$ cat config.mk
export PLATFORM = sky130hd
export DESIGN_NAME = sflash_front
export DESIGN_NICKNAME = d
export VERILOG_FILES = /design/src/rtl/sflash_pkg.sv /design/src/rtl/sflash_front.sv
export SDC_FILE = /design/constraint.sdc
export NUM_CORES = 1
export LEC_CHECK = 0
export ABC_AREA = 1
export BUFFER_PORTS_ARGS = -buffer_cell sky130_fd_sc_hd__buf_4
export CORE_ASPECT_RATIO = 0.9
export CORE_MARGIN = 5
export CORE_UTILIZATION = 40
export CTS_BUF_LIST = sky130_fd_sc_hd__clkbuf_16
export DETAILED_ROUTE_END_ITERATION = 16
export GPL_TIMING_DRIVEN = 0
export MAX_ROUTING_LAYER = met4
export SLEW_MARGIN = 25
export SYNTH_ARGS = -nofsm -noshare
export SYNTH_HDL_FRONTEND = slang
export SYNTH_SLANG_ARGS = --single-unit
$ cat constraint.sdc
create_clock -name clk_sys_i -period 1.9 [get_ports clk_sys_i]
set_input_delay 0.38 -clock clk_sys_i [delete_from_list [all_inputs] [get_ports clk_sys_i]]
set_output_delay 0.38 -clock clk_sys_i [all_outputs]
set_load 0.01 [all_outputs]
$ cat src/rtl/sflash_pkg.sv
// Shared constants, types and opcode map for the serial flash front end
// What this block does
// - Outgoing serial bits change on the falling serial clock edge.
// - Command, address and data bits are sampled on rising serial clock edges.
// - Select high means deselected and the data output is not driven.
// - Deselected device drops to standby unless an internal cycle still runs.
// - Select low selects the device and makes it active.
// - After power-up an instruction starts only at a falling select edge or with select low as reset ends.
// - Reset pin high runs normally; low with nothing running enters reset state.
// - In reset state every output of the serial side is undriven.
// - Reset pin asserted during a write, program or erase cycle leaves it running.
// - Write protect low makes the first 256 pages read-only.
// - Write protect high treats the first 256 pages like all others.
// - Clock idle low or idle high are both accepted, same edges used.
// - Array decodes as 8 sectors of 256 pages of 256 bytes.
// - Page rewrite erases the addressed page, then programs it.
// - Erase works per page or per whole sector.
// - Modification needs the enable latch set beforehand, else refused.
// - Modify instructions count only with a whole number of bytes clocked.
// - Status byte holds busy in bit 0, enable latch in bit 1, rest zero.
package sflash_pkg;
	// Opcodes, values are arbitrary
	localparam logic [7:0] OP_SET_LATCH   = 8'h06;
	localparam logic [7:0] OP_CLR_LATCH   = 8'h04;
	localparam logic [7:0] OP_READ_STATUS = 8'h05;
	localparam logic [7:0] OP_REWRITE     = 8'h0A;
	localparam logic [7:0] OP_PROGRAM     = 8'h02;
	localparam logic [7:0] OP_PAGE_ERASE  = 8'hDB;
	localparam logic [7:0] OP_SECT_ERASE  = 8'hD8;
	// APB byte offsets
	localparam logic [7:0] REG_CTRL    = 8'h00;
	localparam logic [7:0] REG_STATUS  = 8'h04;
	localparam logic [7:0] REG_OPADDR  = 8'h08;
	localparam logic [7:0] REG_FIFO    = 8'h0C;
	localparam logic [7:0] REG_DATACNT = 8'h10;
	// Field positions
	localparam int CTRL_DONE_BIT   = 0;
	localparam int CTRL_CLROVR_BIT = 1;
	localparam int SR_BUSY_BIT     = 0;
	localparam int SR_LATCH_BIT    = 1;
	localparam int ST_PHASE_LSB    = 8;
	localparam int ST_RESET_BIT    = 10;
	localparam int ST_ACTIVE_BIT   = 11;
	localparam int ST_KIND_LSB     = 12;
	localparam int ST_OVR_BIT      = 15;
	localparam int FIFO_VALID_BIT  = 8;
	// Array geometry: 19-bit byte address, page in [18:8], sector in [18:16]
	localparam int         ADDR_W      = 19;
	localparam int         PAGE_LSB    = 8;
	localparam logic [10:0] PROT_PAGES = 11'h100;
	localparam logic [8:0] PAGE_BYTES  = 9'h100;
	localparam int         FIFO_W      = 8;
	localparam int         FIFO_DEPTH  = 4;
	// Pin reset image: sclk, cs_n, mosi, reset_n, wp_n
	localparam logic [4:0] PINS_RST = 5'h0B;

	typedef enum logic [2:0] {KIND_NONE, KIND_REWRITE, KIND_PROGRAM, KIND_PAGE_ERASE,
		KIND_SECT_ERASE} op_kind_t;
	typedef enum logic [1:0] {PH_IDLE, PH_ERASE, PH_PROG} phase_t;
	typedef enum logic [2:0] {D_CMD, D_ADDR, D_DATA, D_TX, D_SKIP} dec_t;

	typedef struct packed {
		op_kind_t           kind;
		logic [ADDR_W-1:0] addr;
	} op_rec_t;

	typedef struct packed {
		logic sclk;
		logic cs_n;
		logic mosi;
		logic reset_n;
		logic wp_n;
	} pins_t;
endpackage

$ cat src/rtl/sflash_front.sv
// Serial flash front end: pin sampling, instruction decode, APB back-end port
`timescale 1ns/1ps

module sflash_fifo #(
	parameter int W     = 8,
	parameter int DEPTH = 4
) (
	input  wire logic         clk_sys_i,
	input  wire logic         sys_rst_i,
	input  wire logic         flush_i,
	input  wire logic         in_valid_i,
	output logic              in_ready_o,
	input  wire logic [W-1:0] in_data_i,
	output logic              out_valid_o,
	input  wire logic         out_ready_i,
	output logic [W-1:0]      out_data_o
);
	localparam int AW = $clog2(DEPTH);
	logic [W-1:0] mem_r [DEPTH];
	logic [AW:0]  wr_ptr_r;
	logic [AW:0]  rd_ptr_r;
	logic         push;
	logic         pop;

	// Extra pointer bit tells full from empty
	assign out_valid_o = wr_ptr_r != rd_ptr_r;
	assign in_ready_o  = (wr_ptr_r[AW] == rd_ptr_r[AW]) || (wr_ptr_r[AW-1:0] != rd_ptr_r[AW-1:0]);
	assign push        = in_valid_i & in_ready_o;
	assign pop         = out_valid_o & out_ready_i;
	assign out_data_o  = mem_r[rd_ptr_r[AW-1:0]];

	always_ff @(posedge clk_sys_i) begin
		if (push) begin
			mem_r[wr_ptr_r[AW-1:0]] <= in_data_i;
		end
	end

	always_ff @(posedge clk_sys_i) begin
		if (sys_rst_i || flush_i) begin
			wr_ptr_r <= '0;
			rd_ptr_r <= '0;
		end else begin
			if (push) begin
				wr_ptr_r <= wr_ptr_r + 1'b1;
			end
			if (pop) begin
				rd_ptr_r <= rd_ptr_r + 1'b1;
			end
		end
	end
endmodule

module sflash_front
	import sflash_pkg::*;
(
	input  wire logic        clk_sys_i,
	input  wire logic        sys_rst_i,
	input  wire logic        sclk_i,
	input  wire logic        cs_n_i,
	input  wire logic        mosi_i,
	input  wire logic        reset_n_i,
	input  wire logic        wp_n_i,
	output logic             sdo_o,
	output logic             sdo_oe_o,
	output logic             power_active_o,
	input  wire logic        psel_i,
	input  wire logic        penable_i,
	input  wire logic        pwrite_i,
	input  wire logic [7:0]  paddr_i,
	input  wire logic [31:0] pwdata_i,
	output logic [31:0]      prdata_o,
	output logic             pready_o,
	output logic             pslverr_o
);
	pins_t             pin_meta_r;
	pins_t             pin_sync_r;
	pins_t             pin_prev_r;
	logic              sclk_rise, sclk_fall, cs_fall, cs_rise, selected;
	logic              armed_r, frame_r, in_reset_r, latch_r, ovr_r;
	dec_t              dec_r;
	logic [2:0]        bit_cnt_r, tx_cnt_r;
	logic [1:0]        addr_cnt_r;
	logic [7:0]        shift_in_r, opcode_r, tx_shift_r, byte_in, status_byte;
	logic [ADDR_W-1:0] addr_r;
	logic [8:0]        data_cnt_r;
	logic              byte_done, commit, aligned, addr_ok, is_mod, prot, start_op;
	op_kind_t          kind_in;
	op_rec_t           op_r;
	phase_t            phase_r;
	logic              busy, done_pulse, op_finish;
	logic              access, fifo_in_valid, fifo_in_ready, fifo_out_valid, fifo_pop;
	logic              fifo_flush;
	logic [7:0]        fifo_out_data;
	logic [31:0]       status_word;

	// Every pin crosses two flops; pin_sync_r and its delayed copy pin_prev_r feed logic
	always_ff @(posedge clk_sys_i) begin
		if (sys_rst_i) begin
			pin_meta_r <= PINS_RST;
			pin_sync_r <= PINS_RST;
			pin_prev_r <= PINS_RST;
		end else begin
			pin_meta_r <= {sclk_i, cs_n_i, mosi_i, reset_n_i, wp_n_i};
			pin_sync_r <= pin_meta_r;
			pin_prev_r <= pin_sync_r;
		end
	end

	// Edges found on the synchronised copy; clock idle level never matters
	assign sclk_rise = pin_sync_r.sclk & ~pin_prev_r.sclk;
	assign sclk_fall = ~pin_sync_r.sclk & pin_prev_r.sclk;
	assign cs_fall   = ~pin_sync_r.cs_n & pin_prev_r.cs_n;
	assign cs_rise   = pin_sync_r.cs_n & ~pin_prev_r.cs_n;
	assign selected  = ~pin_sync_r.cs_n;
	assign busy      = phase_r != PH_IDLE;
	assign status_byte = {6'h00, latch_r, busy};
	assign byte_in   = {shift_in_r[6:0], pin_sync_r.mosi};
	assign byte_done = frame_r & sclk_rise & (bit_cnt_r == 3'h7);

	// Opcode classification
	always_comb begin
		case (opcode_r)
			OP_REWRITE:    kind_in = KIND_REWRITE;
			OP_PROGRAM:    kind_in = KIND_PROGRAM;
			OP_PAGE_ERASE: kind_in = KIND_PAGE_ERASE;
			OP_SECT_ERASE: kind_in = KIND_SECT_ERASE;
			default:       kind_in = KIND_NONE;
		endcase
	end
	assign is_mod = kind_in != KIND_NONE;

	// Reset state only entered with nothing running; a running cycle goes on
	always_ff @(posedge clk_sys_i) begin
		if (sys_rst_i) begin
			in_reset_r <= 1'b0;
		end else begin
			in_reset_r <= ~pin_sync_r.reset_n & (in_reset_r | ~busy);
		end
	end

	// A select falling edge is needed first; cs low at power-up counts as one, as the pin reset image holds cs_n high
	always_ff @(posedge clk_sys_i) begin
		if (sys_rst_i) begin
			armed_r <= 1'b0;
			frame_r <= 1'b0;
		end else begin
			if (pin_sync_r.cs_n) begin
				armed_r <= 1'b1;
			end
			if (cs_rise || in_reset_r) begin
				frame_r <= 1'b0;
			end else if (cs_fall && armed_r) begin
				frame_r <= 1'b1;
			end
		end
	end

	// Receive shifter and decoder, sampled on rising serial clock
	always_ff @(posedge clk_sys_i) begin
		if (sys_rst_i) begin
			dec_r      <= D_CMD;
			bit_cnt_r  <= 3'h0;
			addr_cnt_r <= 2'h0;
			shift_in_r <= 8'h00;
			opcode_r   <= 8'h00;
			addr_r     <= '0;
			data_cnt_r <= 9'h000;
		end else if (cs_fall) begin
			dec_r      <= D_CMD;
			bit_cnt_r  <= 3'h0;
			addr_cnt_r <= 2'h0;
			data_cnt_r <= 9'h000;
		end else if (frame_r && sclk_rise) begin
			bit_cnt_r  <= bit_cnt_r + 3'h1;
			shift_in_r <= byte_in;
			if (bit_cnt_r == 3'h7) begin
				case (dec_r)
					D_CMD: begin
						opcode_r <= byte_in;
						if (byte_in == OP_READ_STATUS) begin
							dec_r <= D_TX;
						end else if ((byte_in == OP_REWRITE || byte_in == OP_PROGRAM ||
							byte_in == OP_PAGE_ERASE || byte_in == OP_SECT_ERASE) && !busy) begin
							dec_r <= D_ADDR;
						end else begin
							dec_r <= D_SKIP;
						end
					end
					D_ADDR: begin
						addr_r     <= {addr_r[ADDR_W-9:0], byte_in};
						addr_cnt_r <= addr_cnt_r + 2'h1;
						if (addr_cnt_r == 2'h2) begin
							dec_r <= (kind_in == KIND_REWRITE || kind_in == KIND_PROGRAM)
								? D_DATA : D_SKIP;
						end
					end
					D_DATA: begin
						if (data_cnt_r != PAGE_BYTES) begin
							data_cnt_r <= data_cnt_r + 9'h001;
						end
					end
					D_TX, D_SKIP: begin
						dec_r <= dec_r;
					end
					default: begin
						dec_r <= D_SKIP;
					end
				endcase
			end
		end
	end

	// Data bytes go to the buffer; when it is full the byte is dropped and flagged
	assign fifo_in_valid = byte_done & (dec_r == D_DATA);
	assign fifo_flush    = byte_done & (dec_r == D_ADDR) & (addr_cnt_r == 2'h0);

	sflash_fifo #(
		.W     (FIFO_W),
		.DEPTH (FIFO_DEPTH)
	) u_fifo (
		.clk_sys_i   (clk_sys_i),
		.sys_rst_i   (sys_rst_i),
		.flush_i     (fifo_flush),
		.in_valid_i  (fifo_in_valid),
		.in_ready_o  (fifo_in_ready),
		.in_data_i   (byte_in),
		.out_valid_o (fifo_out_valid),
		.out_ready_i (fifo_pop),
		.out_data_o  (fifo_out_data)
	);

	// Transmit shifter: status byte repeats while select stays low
	always_ff @(posedge clk_sys_i) begin
		if (sys_rst_i) begin
			tx_shift_r <= 8'h00;
			tx_cnt_r   <= 3'h0;
			sdo_o      <= 1'b0;
		end else if (byte_done && dec_r == D_CMD) begin
			tx_shift_r <= status_byte;
			tx_cnt_r   <= 3'h0;
		end else if (frame_r && sclk_fall && dec_r == D_TX) begin
			sdo_o    <= tx_shift_r[7];
			tx_cnt_r <= tx_cnt_r + 3'h1;
			tx_shift_r <= (tx_cnt_r == 3'h7) ? status_byte : {tx_shift_r[6:0], 1'b0};
		end
	end

	// Output driven only while selected, transmitting and out of reset
	always_ff @(posedge clk_sys_i) begin
		if (sys_rst_i) begin
			sdo_oe_o <= 1'b0;
		end else begin
			sdo_oe_o <= selected & frame_r & (dec_r == D_TX) & ~in_reset_r;
		end
	end

	// Active while selected or while an internal cycle runs
	always_ff @(posedge clk_sys_i) begin
		if (sys_rst_i) begin
			power_active_o <= 1'b0;
		end else begin
			power_active_o <= selected | busy;
		end
	end

	// End-of-frame checks; page index is addr[18:8], sector addr[18:16]
	assign commit  = frame_r & cs_rise;
	assign aligned = (bit_cnt_r == 3'h0) & (dec_r != D_CMD);
	assign addr_ok = (dec_r == D_DATA) ? (data_cnt_r != 9'h000) : (addr_cnt_r == 2'h3);
	assign prot    = ~pin_sync_r.wp_n & (addr_r[ADDR_W-1:PAGE_LSB] < PROT_PAGES);
	assign start_op = commit & is_mod & aligned & addr_ok & latch_r & ~busy & ~prot;
	assign op_finish = done_pulse & busy & ~(phase_r == PH_ERASE && op_r.kind == KIND_REWRITE);

	// Phase sequencer, stepped by the back end; reset pin does not touch it
	always_ff @(posedge clk_sys_i) begin
		if (sys_rst_i) begin
			phase_r <= PH_IDLE;
			op_r    <= '{kind: KIND_NONE, addr: '0};
		end else if (start_op) begin
			op_r    <= '{kind: kind_in, addr: addr_r};
			phase_r <= (kind_in == KIND_PROGRAM) ? PH_PROG : PH_ERASE;
		end else if (done_pulse) begin
			case (phase_r)
				PH_ERASE: phase_r <= (op_r.kind == KIND_REWRITE) ? PH_PROG : PH_IDLE;
				PH_PROG:  phase_r <= PH_IDLE;
				default:  phase_r <= PH_IDLE;
			endcase
		end
	end

	// Enable latch: cleared by reset state and by completion of a modify cycle
	always_ff @(posedge clk_sys_i) begin
		if (sys_rst_i) begin
			latch_r <= 1'b0;
		end else if (in_reset_r || op_finish) begin
			latch_r <= 1'b0;
		end else if (commit && aligned && !busy && opcode_r == OP_SET_LATCH) begin
			latch_r <= 1'b1;
		end else if (commit && aligned && !busy && opcode_r == OP_CLR_LATCH) begin
			latch_r <= 1'b0;
		end
	end

	// APB: one wait state, pready pulses for one cycle per transfer
	assign access     = psel_i & penable_i & ~pready_o;
	assign done_pulse = access & pwrite_i & (paddr_i == REG_CTRL) & pwdata_i[CTRL_DONE_BIT];
	assign fifo_pop   = access & ~pwrite_i & (paddr_i == REG_FIFO);
	assign status_word = {16'h0000, ovr_r, op_r.kind, power_active_o, in_reset_r, phase_r,
		status_byte};

	// Overrun sticky; a new overrun beats a clear in the same cycle
	always_ff @(posedge clk_sys_i) begin
		if (sys_rst_i) begin
			ovr_r <= 1'b0;
		end else if (fifo_in_valid && !fifo_in_ready) begin
			ovr_r <= 1'b1;
		end else if (access && pwrite_i && paddr_i == REG_CTRL && pwdata_i[CTRL_CLROVR_BIT]) begin
			ovr_r <= 1'b0;
		end
	end

	// Read data and error flag registered with pready
	always_ff @(posedge clk_sys_i) begin
		if (sys_rst_i) begin
			pready_o  <= 1'b0;
			prdata_o  <= 32'h00000000;
			pslverr_o <= 1'b0;
		end else begin
			pready_o  <= access;
			pslverr_o <= 1'b0;
			prdata_o  <= 32'h00000000;
			if (access) begin
				case (paddr_i)
					REG_CTRL:    prdata_o <= 32'h00000000;
					REG_STATUS:  prdata_o <= status_word;
					REG_OPADDR:  prdata_o <= {13'h0000, op_r.addr};
					REG_FIFO:    prdata_o <= {23'h000000, fifo_out_valid, fifo_out_data};
					REG_DATACNT: prdata_o <= {23'h000000, data_cnt_r};
					default:     pslverr_o <= 1'b1;
				endcase
			end
		end
	end
endmodule

**Yosys cells after proc, flatten, opt, wreduce, memory -nomap -nowiden**

Memories as Yosys holds them, arrays and structs flattened. A register that Yosys moved wholly into a read port is not among the register bits.
Cells that the tools add are included.

- Add/subtract/negate cells: 6
- Order comparisons: 1
- Equality and inequality tests: 32
- Multiplexer cells: 25
- Bitwise logic cells: 51
- Reductions and logical operators: 51

Operators with widths:

| kind | number |
|---|---|
| 19-bit one-hot mux with 4 select lines | 1 |
| 1-bit AND | 33 |
| 8-bit by 3-bit == test with 1-bit output (second input constant) | 4 |
| 8-bit by 4-bit == test with 1-bit output (second input constant) | 4 |
| 8-bit == test (second input constant) | 4 |
| 2-bit 2-to-1 mux | 9 |
| 8-bit by 2-bit == test with 1-bit output (second input constant) | 2 |
| 1-bit inverter | 16 |
| 4-bit AND reduction | 4 |
| 1-bit logical AND | 15 |
| 3-bit by 1-bit adder with 3-bit output (second input constant) | 4 |
| 3-bit 2-to-1 mux | 4 |
| 3-bit one-hot mux with 4 select lines | 1 |
| 11-bit by 9-bit < comparator with 1-bit output (second input constant) | 1 |
| 2-bit nonzero test | 5 |
| 2-bit OR reduction | 5 |
| 9-bit by 1-bit adder with 9-bit output (second input constant) | 1 |
| 3-bit by 1-bit == test with 1-bit output (second input constant) | 3 |
| 3-bit by 2-bit == test with 1-bit output (second input constant) | 3 |
| 3-bit == test (second input constant) | 3 |
| 9-bit inequality test (second input constant) | 1 |
| 3-bit one-hot mux with 3 select lines | 1 |
| 9-bit nonzero test | 1 |
| 8-bit by 5-bit == test with 1-bit output (second input constant) | 1 |
| other kinds (20) | 40 |

- Bits in registers: 146
- RAM bits: 32
- Input bits: 50
- Output and inout port bits: 37
- Logic and storage cells: 205
- Memories kept: 1

Memories:

| name | words | width | read ports | clocked after Yosys merged registers in | write ports | RTL line | text |
|---|---|---|---|---|---|---|---|
| u_fifo.mem_r | 4 | 8 | 1 | 1 | 1 | sflash_front.sv:19 | `logic [W-1:0] mem_r [DEPTH];` |

**Depth between registers and ports, before layout**

- Word-level depth: 10
- Mapped depth: 11
- Gate-level depth less buffers: 11

**Modules after synthesis**

From an unflattened synthesis, not the netlist that was laid out.

- Cells, all modules: 884
- Area total of the unflattened synthesis: 7141.8 um^2

Modules (own cells, without submodules):

| module | instances | cells each | area each (um^2) | sequential area each (um^2) |
|---|---|---|---|---|
| sflash_front | 1 | 734 | 5460.2 | 2542.4 |
| sflash_fifo | 1 | 150 | 1681.6 | 1121.1 |

**Worst setup path after synthesis**

No wires, ideal clock.

- Path type: reg-to-reg
- From: register bit_cnt_r[0]
- To: memory u_fifo.mem_r[0][0], enable pin
- Library setup time: 0.371 ns
- Data arrival time: 1.313 ns
- Data required time: 1.529 ns
- Setup slack: 0.216 ns
- Stages on the path, launching flop included: 7
- Buffers on the path: 0
- Clock period less this slack: 1.684 ns
- Path through: dfxtp_1 -> ha_1 -> ha_1 -> nand3_2 -> nor2_2 -> nand2_2 -> nor2_1

- Longest elaborated chain between the ends: 6

Ends and longest elaborated chain:

| what | RTL line | text |
|---|---|---|
| start, declared | sflash_front.sv:81 | `logic [2:0] bit_cnt_r, tx_cnt_r;` |
| start signal, assigned | sflash_front.sv:174 | `bit_cnt_r <= bit_cnt_r + 3'h1;` |
| 3-bit == test | sflash_front.sv:118 | `assign byte_done = frame_r & sclk_rise & (bit_cnt_r == 3'h7);` |
| 1-bit AND | sflash_front.sv:118 |  |
| 1-bit AND | sflash_front.sv:214 | `assign fifo_in_valid = byte_done & (dec_r == D_DATA);` |
| 1-bit AND | sflash_front.sv:28 | `assign push = in_valid_i & in_ready_o;` |
| 1-bit 2-to-1 mux | sflash_front.sv:33 | `if (push) begin` |
| 1-bit 2-to-1 mux (not written as such) | sflash_front.sv:34 | `mem_r[wr_ptr_r[AW-1:0]] <= in_data_i;` |
| end, declared | sflash_front.sv:19 |  |

No other way between the ends.

**Final worst setup path**

- From: register dec_r[1]
- To: register op_r[17] (netlist name)

- Longest elaborated chain between the ends: 7
- Elaborated cells between the ends (all ways): 9
- Classes of those cells: eq/ne: 1; mux: 1; bitwise: 6; reduce/logical: 1

Ends and longest elaborated chain:

| what | RTL line | text |
|---|---|---|
| start, declared | sflash_front.sv:80 | `dec_t dec_r;` |
| start signal, assigned | sflash_front.sv:193 | `dec_r <= (kind_in == KIND_REWRITE \|\| kind_in == KIND_PROGRAM)` |
| start signal, assigned | sflash_front.sv:203 | `dec_r <= dec_r;` |
| 3-bit nonzero test | sflash_front.sv:268 | `assign aligned = (bit_cnt_r == 3'h0) & (dec_r != D_CMD);` |
| 1-bit AND | sflash_front.sv:268 |  |
| 1-bit AND | sflash_front.sv:271 | `assign start_op = commit & is_mod & aligned & addr_ok & latch_r & ~busy & ~prot;` |
| 1-bit AND (*) (4 in a row) | sflash_front.sv:271 |  |
| end signal, assigned | sflash_front.sv:278 | `op_r <= '{kind: KIND_NONE, addr: '0};` |
| end signal, assigned | sflash_front.sv:280 | `op_r <= '{kind: kind_in, addr: addr_r};` |
| end, declared | sflash_front.sv:88 | `op_rec_t op_r;` |

Every way passes the cells marked *; elsewhere a longest branch is shown, timed or not.
A chain may end at the register's enable or synchronous reset.

==> impl_metrics.tcl <==
set metrics [dict create \
    status "finished clean" \
    cts-hold-fix-buffers 0 \
    num_rows 46 \
    hold_viol_final 0 \
    area_delta_synth_final_pct 18.8 \
    dp_hpwl_mm 12.2 \
    cts-root-buf "clkbuf_16" \
    synth_area_um2 7150 \
    die_w_um 151 \
    vias_per_cell 4.68 \
    grt_max_degree 17 \
    avgSynthCellArea_um2 7.98 \
    routed_wl_mm 16.5 \
    dieArea_um2 20600 \
    ir_worst_vdd_mv 0.584 \
    worstHoldStart "wp_n_i" \
    layout-drive-gt1-share 0.141 \
    synth-main-ff-cell "dfxtp_1" \
    grtUsageTotal 0.173 \
    fin_util 0.482 \
    setup_ws_ps 135 \
    drtIter0Drc 431 \
    mostFrequentLayoutCell "nor2_1" \
    path_clk_slew_ps 60 \
    clock_latency_ps 430 \
    n_fill_cell 1753 \
    io_buffers 43 \
    cts_tree "built" \
    relSlewSlack 0.550 \
    ant_nets 0 \
    hold_path_depth 2 \
    min_to "pin_meta_r[0]$_SDFF_PP1_" \
    setup_viol 0 \
    fin_crit_sh 0.929 \
    max_slew.worst_pin.slew_ps 671 \
    cp-end-kind "flip-flop" \
    reg2reg_depth 8 \
    nets 1038 \
    slew_violations 0 \
    drc 0 \
    skew_ps 10.1 \
    grt_pass1_vias 5349 \
    reg2reg_from "dec_r[1]$_SDFFE_PP0P_" \
    arrival_ps 2080 \
    r2r_slack_ps 130 \
    rr_endpoint "op_r[17]$_SDFFE_PP0P_" \
    antenna_found_initial 0 \
    layout_common_cells "146 x nor2_1, 135 x dfxtp_1, 126 x nand2_1" \
    diodes 0 \
    h-tree-depth 4 \
    whs_ps 130 \
    synth.distinct_cells 38 \
    maxCapViolCount 0 \
    grt_setup_unrepaired "false" \
    powerDensity_nw_per_um2 833 \
    num_vias 5738 \
    path_class "reg -> reg" \
    coreArea_um2 17600 \
    gr-total-overflow 0 \
    final.setup.tns_ps 0 \
    crit_fanout 10 \
    cts_buffers 17 \
    max_clock_freq_mhz 567 \
    worstSetupStartpointType "flip-flop" \
    firstDrtPassIters 5 \
    ios 87 \
    hold_class "in -> reg" \
    grt_pass1_wl_mm 26.7 \
    cts.path.max_buffers 2 \
    leakagePower_nw 3.58 \
    initial_core_util 0.406 \
    die_h_um 137 \
    clkSinkCount 167 \
    async_flop_share 0 \
    seqCellArea_um2 3660 \
    finalWeightedCongestion 0.922 \
    crit_required_ps 2220 \
    yosysWarnings 0 \
    period_needed_ps 1770 \
    synth_edf_count 32 \
    detail_route.wl_per_cell_um 13.4 \
    multi_input_area_um2 2840 \
    synth_seq_cells 167 \
    power_mw 7.07 \
    ys_seq_area_frac 0.513 \
    dp_slack_ps -335 \
    synthCells 896 \
]
## worst max-delay path, stage by stage, from the launching register on
cell and delay (ps):
dfxtp_1 400, nand3_1 230, nand2_1 180, nand3_1 120, nor2_4 140, nand3_4 150, buf_6 180, o21ai_0 200
nor2_1 60
## area by class of cell
type	instances	share of cell area
Buffer	39	0.0304
Clock buffer	18	0.0531
Clock inverter	14	0.0127
Inverter	129	0.0570
Multi-Input combinational cell	572	0.334
Sequential cell	167	0.432
Tap cell	240	0.0354
Timing Repair Buffer	47	0.0460
## per-stage QoR
| step | instances | instance area, um2 |
|---|---|---|
| 3_5_place_dp | 1191 | 7820 |
| 6_report | 1226 | 8490 |
| 4_1_cts | 1223 | 8390 |
| 3_3_place_gp | 1191 | 7820 |
| 2_1_floorplan | 908 | 7190 |
| 5_1_grt | 1226 | 8490 |
## cells by family (layout without fill, tap and decap cells)
logic type | Yosys count | in the layout | synth area share
simple gates | 369 | 369 | 0.222
buf+inv | 169 | 247 | 0.104
flops | 167 | 167 | 0.513
compound gates | 166 | 166 | 0.124
fa+ha+maj | 15 | 15 | 0.0263
xor+xnor | 9 | 9 | 0.0110
other cells | 1 | 13 | 0.000525
## worst max-delay path by stage
stage / from / slack [ps] / end
after global placement: bit_cnt_r[0]$_SDFFE_PP0P_ / -310 / u_fifo.mem_r[2][3]$_DFFE_PP_
after CTS: bit_cnt_r[0]$_SDFFE_PP0P_ / -130 / u_fifo.mem_r[0][0]$_DFFE_PP_
after global routing: bit_cnt_r[0]$_SDFFE_PP0P_ / 8 / op_r[12]$_SDFFE_PP0P_
final: dec_r[1]$_SDFFE_PP0P_ / 130 / op_r[17]$_SDFFE_PP0P_
after detailed placement: bit_cnt_r[0]$_SDFFE_PP0P_ / -330 / u_fifo.mem_r[0][3]$_DFFE_PP_
after floorplan: bit_cnt_r[0]$_SDFFE_PP0P_ / 220 / u_fifo.mem_r[0][0]$_DFFE_PP_
## synth_stat cells, types with 6 or more instances
library cell	count	area, um2
nor2_2	7	43.8
or2_2	6	37.5
nand4_1	13	81.3
o21ai_0	64	320
o21ai_1	13	65.1
nor3_1	14	70.1
inv_1	123	462
a21oi_1	66	330
edfxtp_1	32	961
o22ai_1	12	75.1
xor2_1	7	61.3
dfxtp_1	135	2700
nor2_1	150	563
nand2_1	126	473
buf_4	17	128
buf_2	6	30.0
clkbuf_1	10	37.5
nand3_1	37	185
ha_1	15	188
nand2_2	7	43.8
## flip-flops by register name (all words and copies together) (netlist names), 3 cells and up, named ones only
name / count
opcode_r: 8
u_fifo.wr_ptr_r: 3
pin_meta_r: 5
prdata_o: 19
tx_cnt_r: 3
data_cnt_r: 9
shift_in_r: 7
u_fifo.mem_r: 32
bit_cnt_r: 3
op_r: 22
addr_r: 19
dec_r: 3
pin_sync_r: 4
u_fifo.rd_ptr_r: 3
tx_shift_r: 8
## routing by layer
metal  up-vias  GRT usage  wire length (um)
met2       131      0.249              7070
met4         0     0.0660               350
met1      2558      0.235              8160
met5         -          -                 0
li1       3025          -                 -
met3        24     0.0421               903
## report_power, final
| part | switching, mW | internal (mW) | total, mW |
|---|---|---|---|
| sequential | 0.0119 | 3.61 | 3.63 |
| combinational | 0.112 | 0.0748 | 0.186 |
| clock | 1.40 | 1.86 | 3.26 |
| total | 1.53 | 5.55 | 7.07 |
## repair_timing
action	in CTS	in global routing
gates resized for setup	4	10
buffers inserted	0	4
cloned	0	0
endpoints found under the hold margin	0	0
pin swaps	0	4
setup endpoints to repair	33	38
Power figures use the tool's default switching activity.
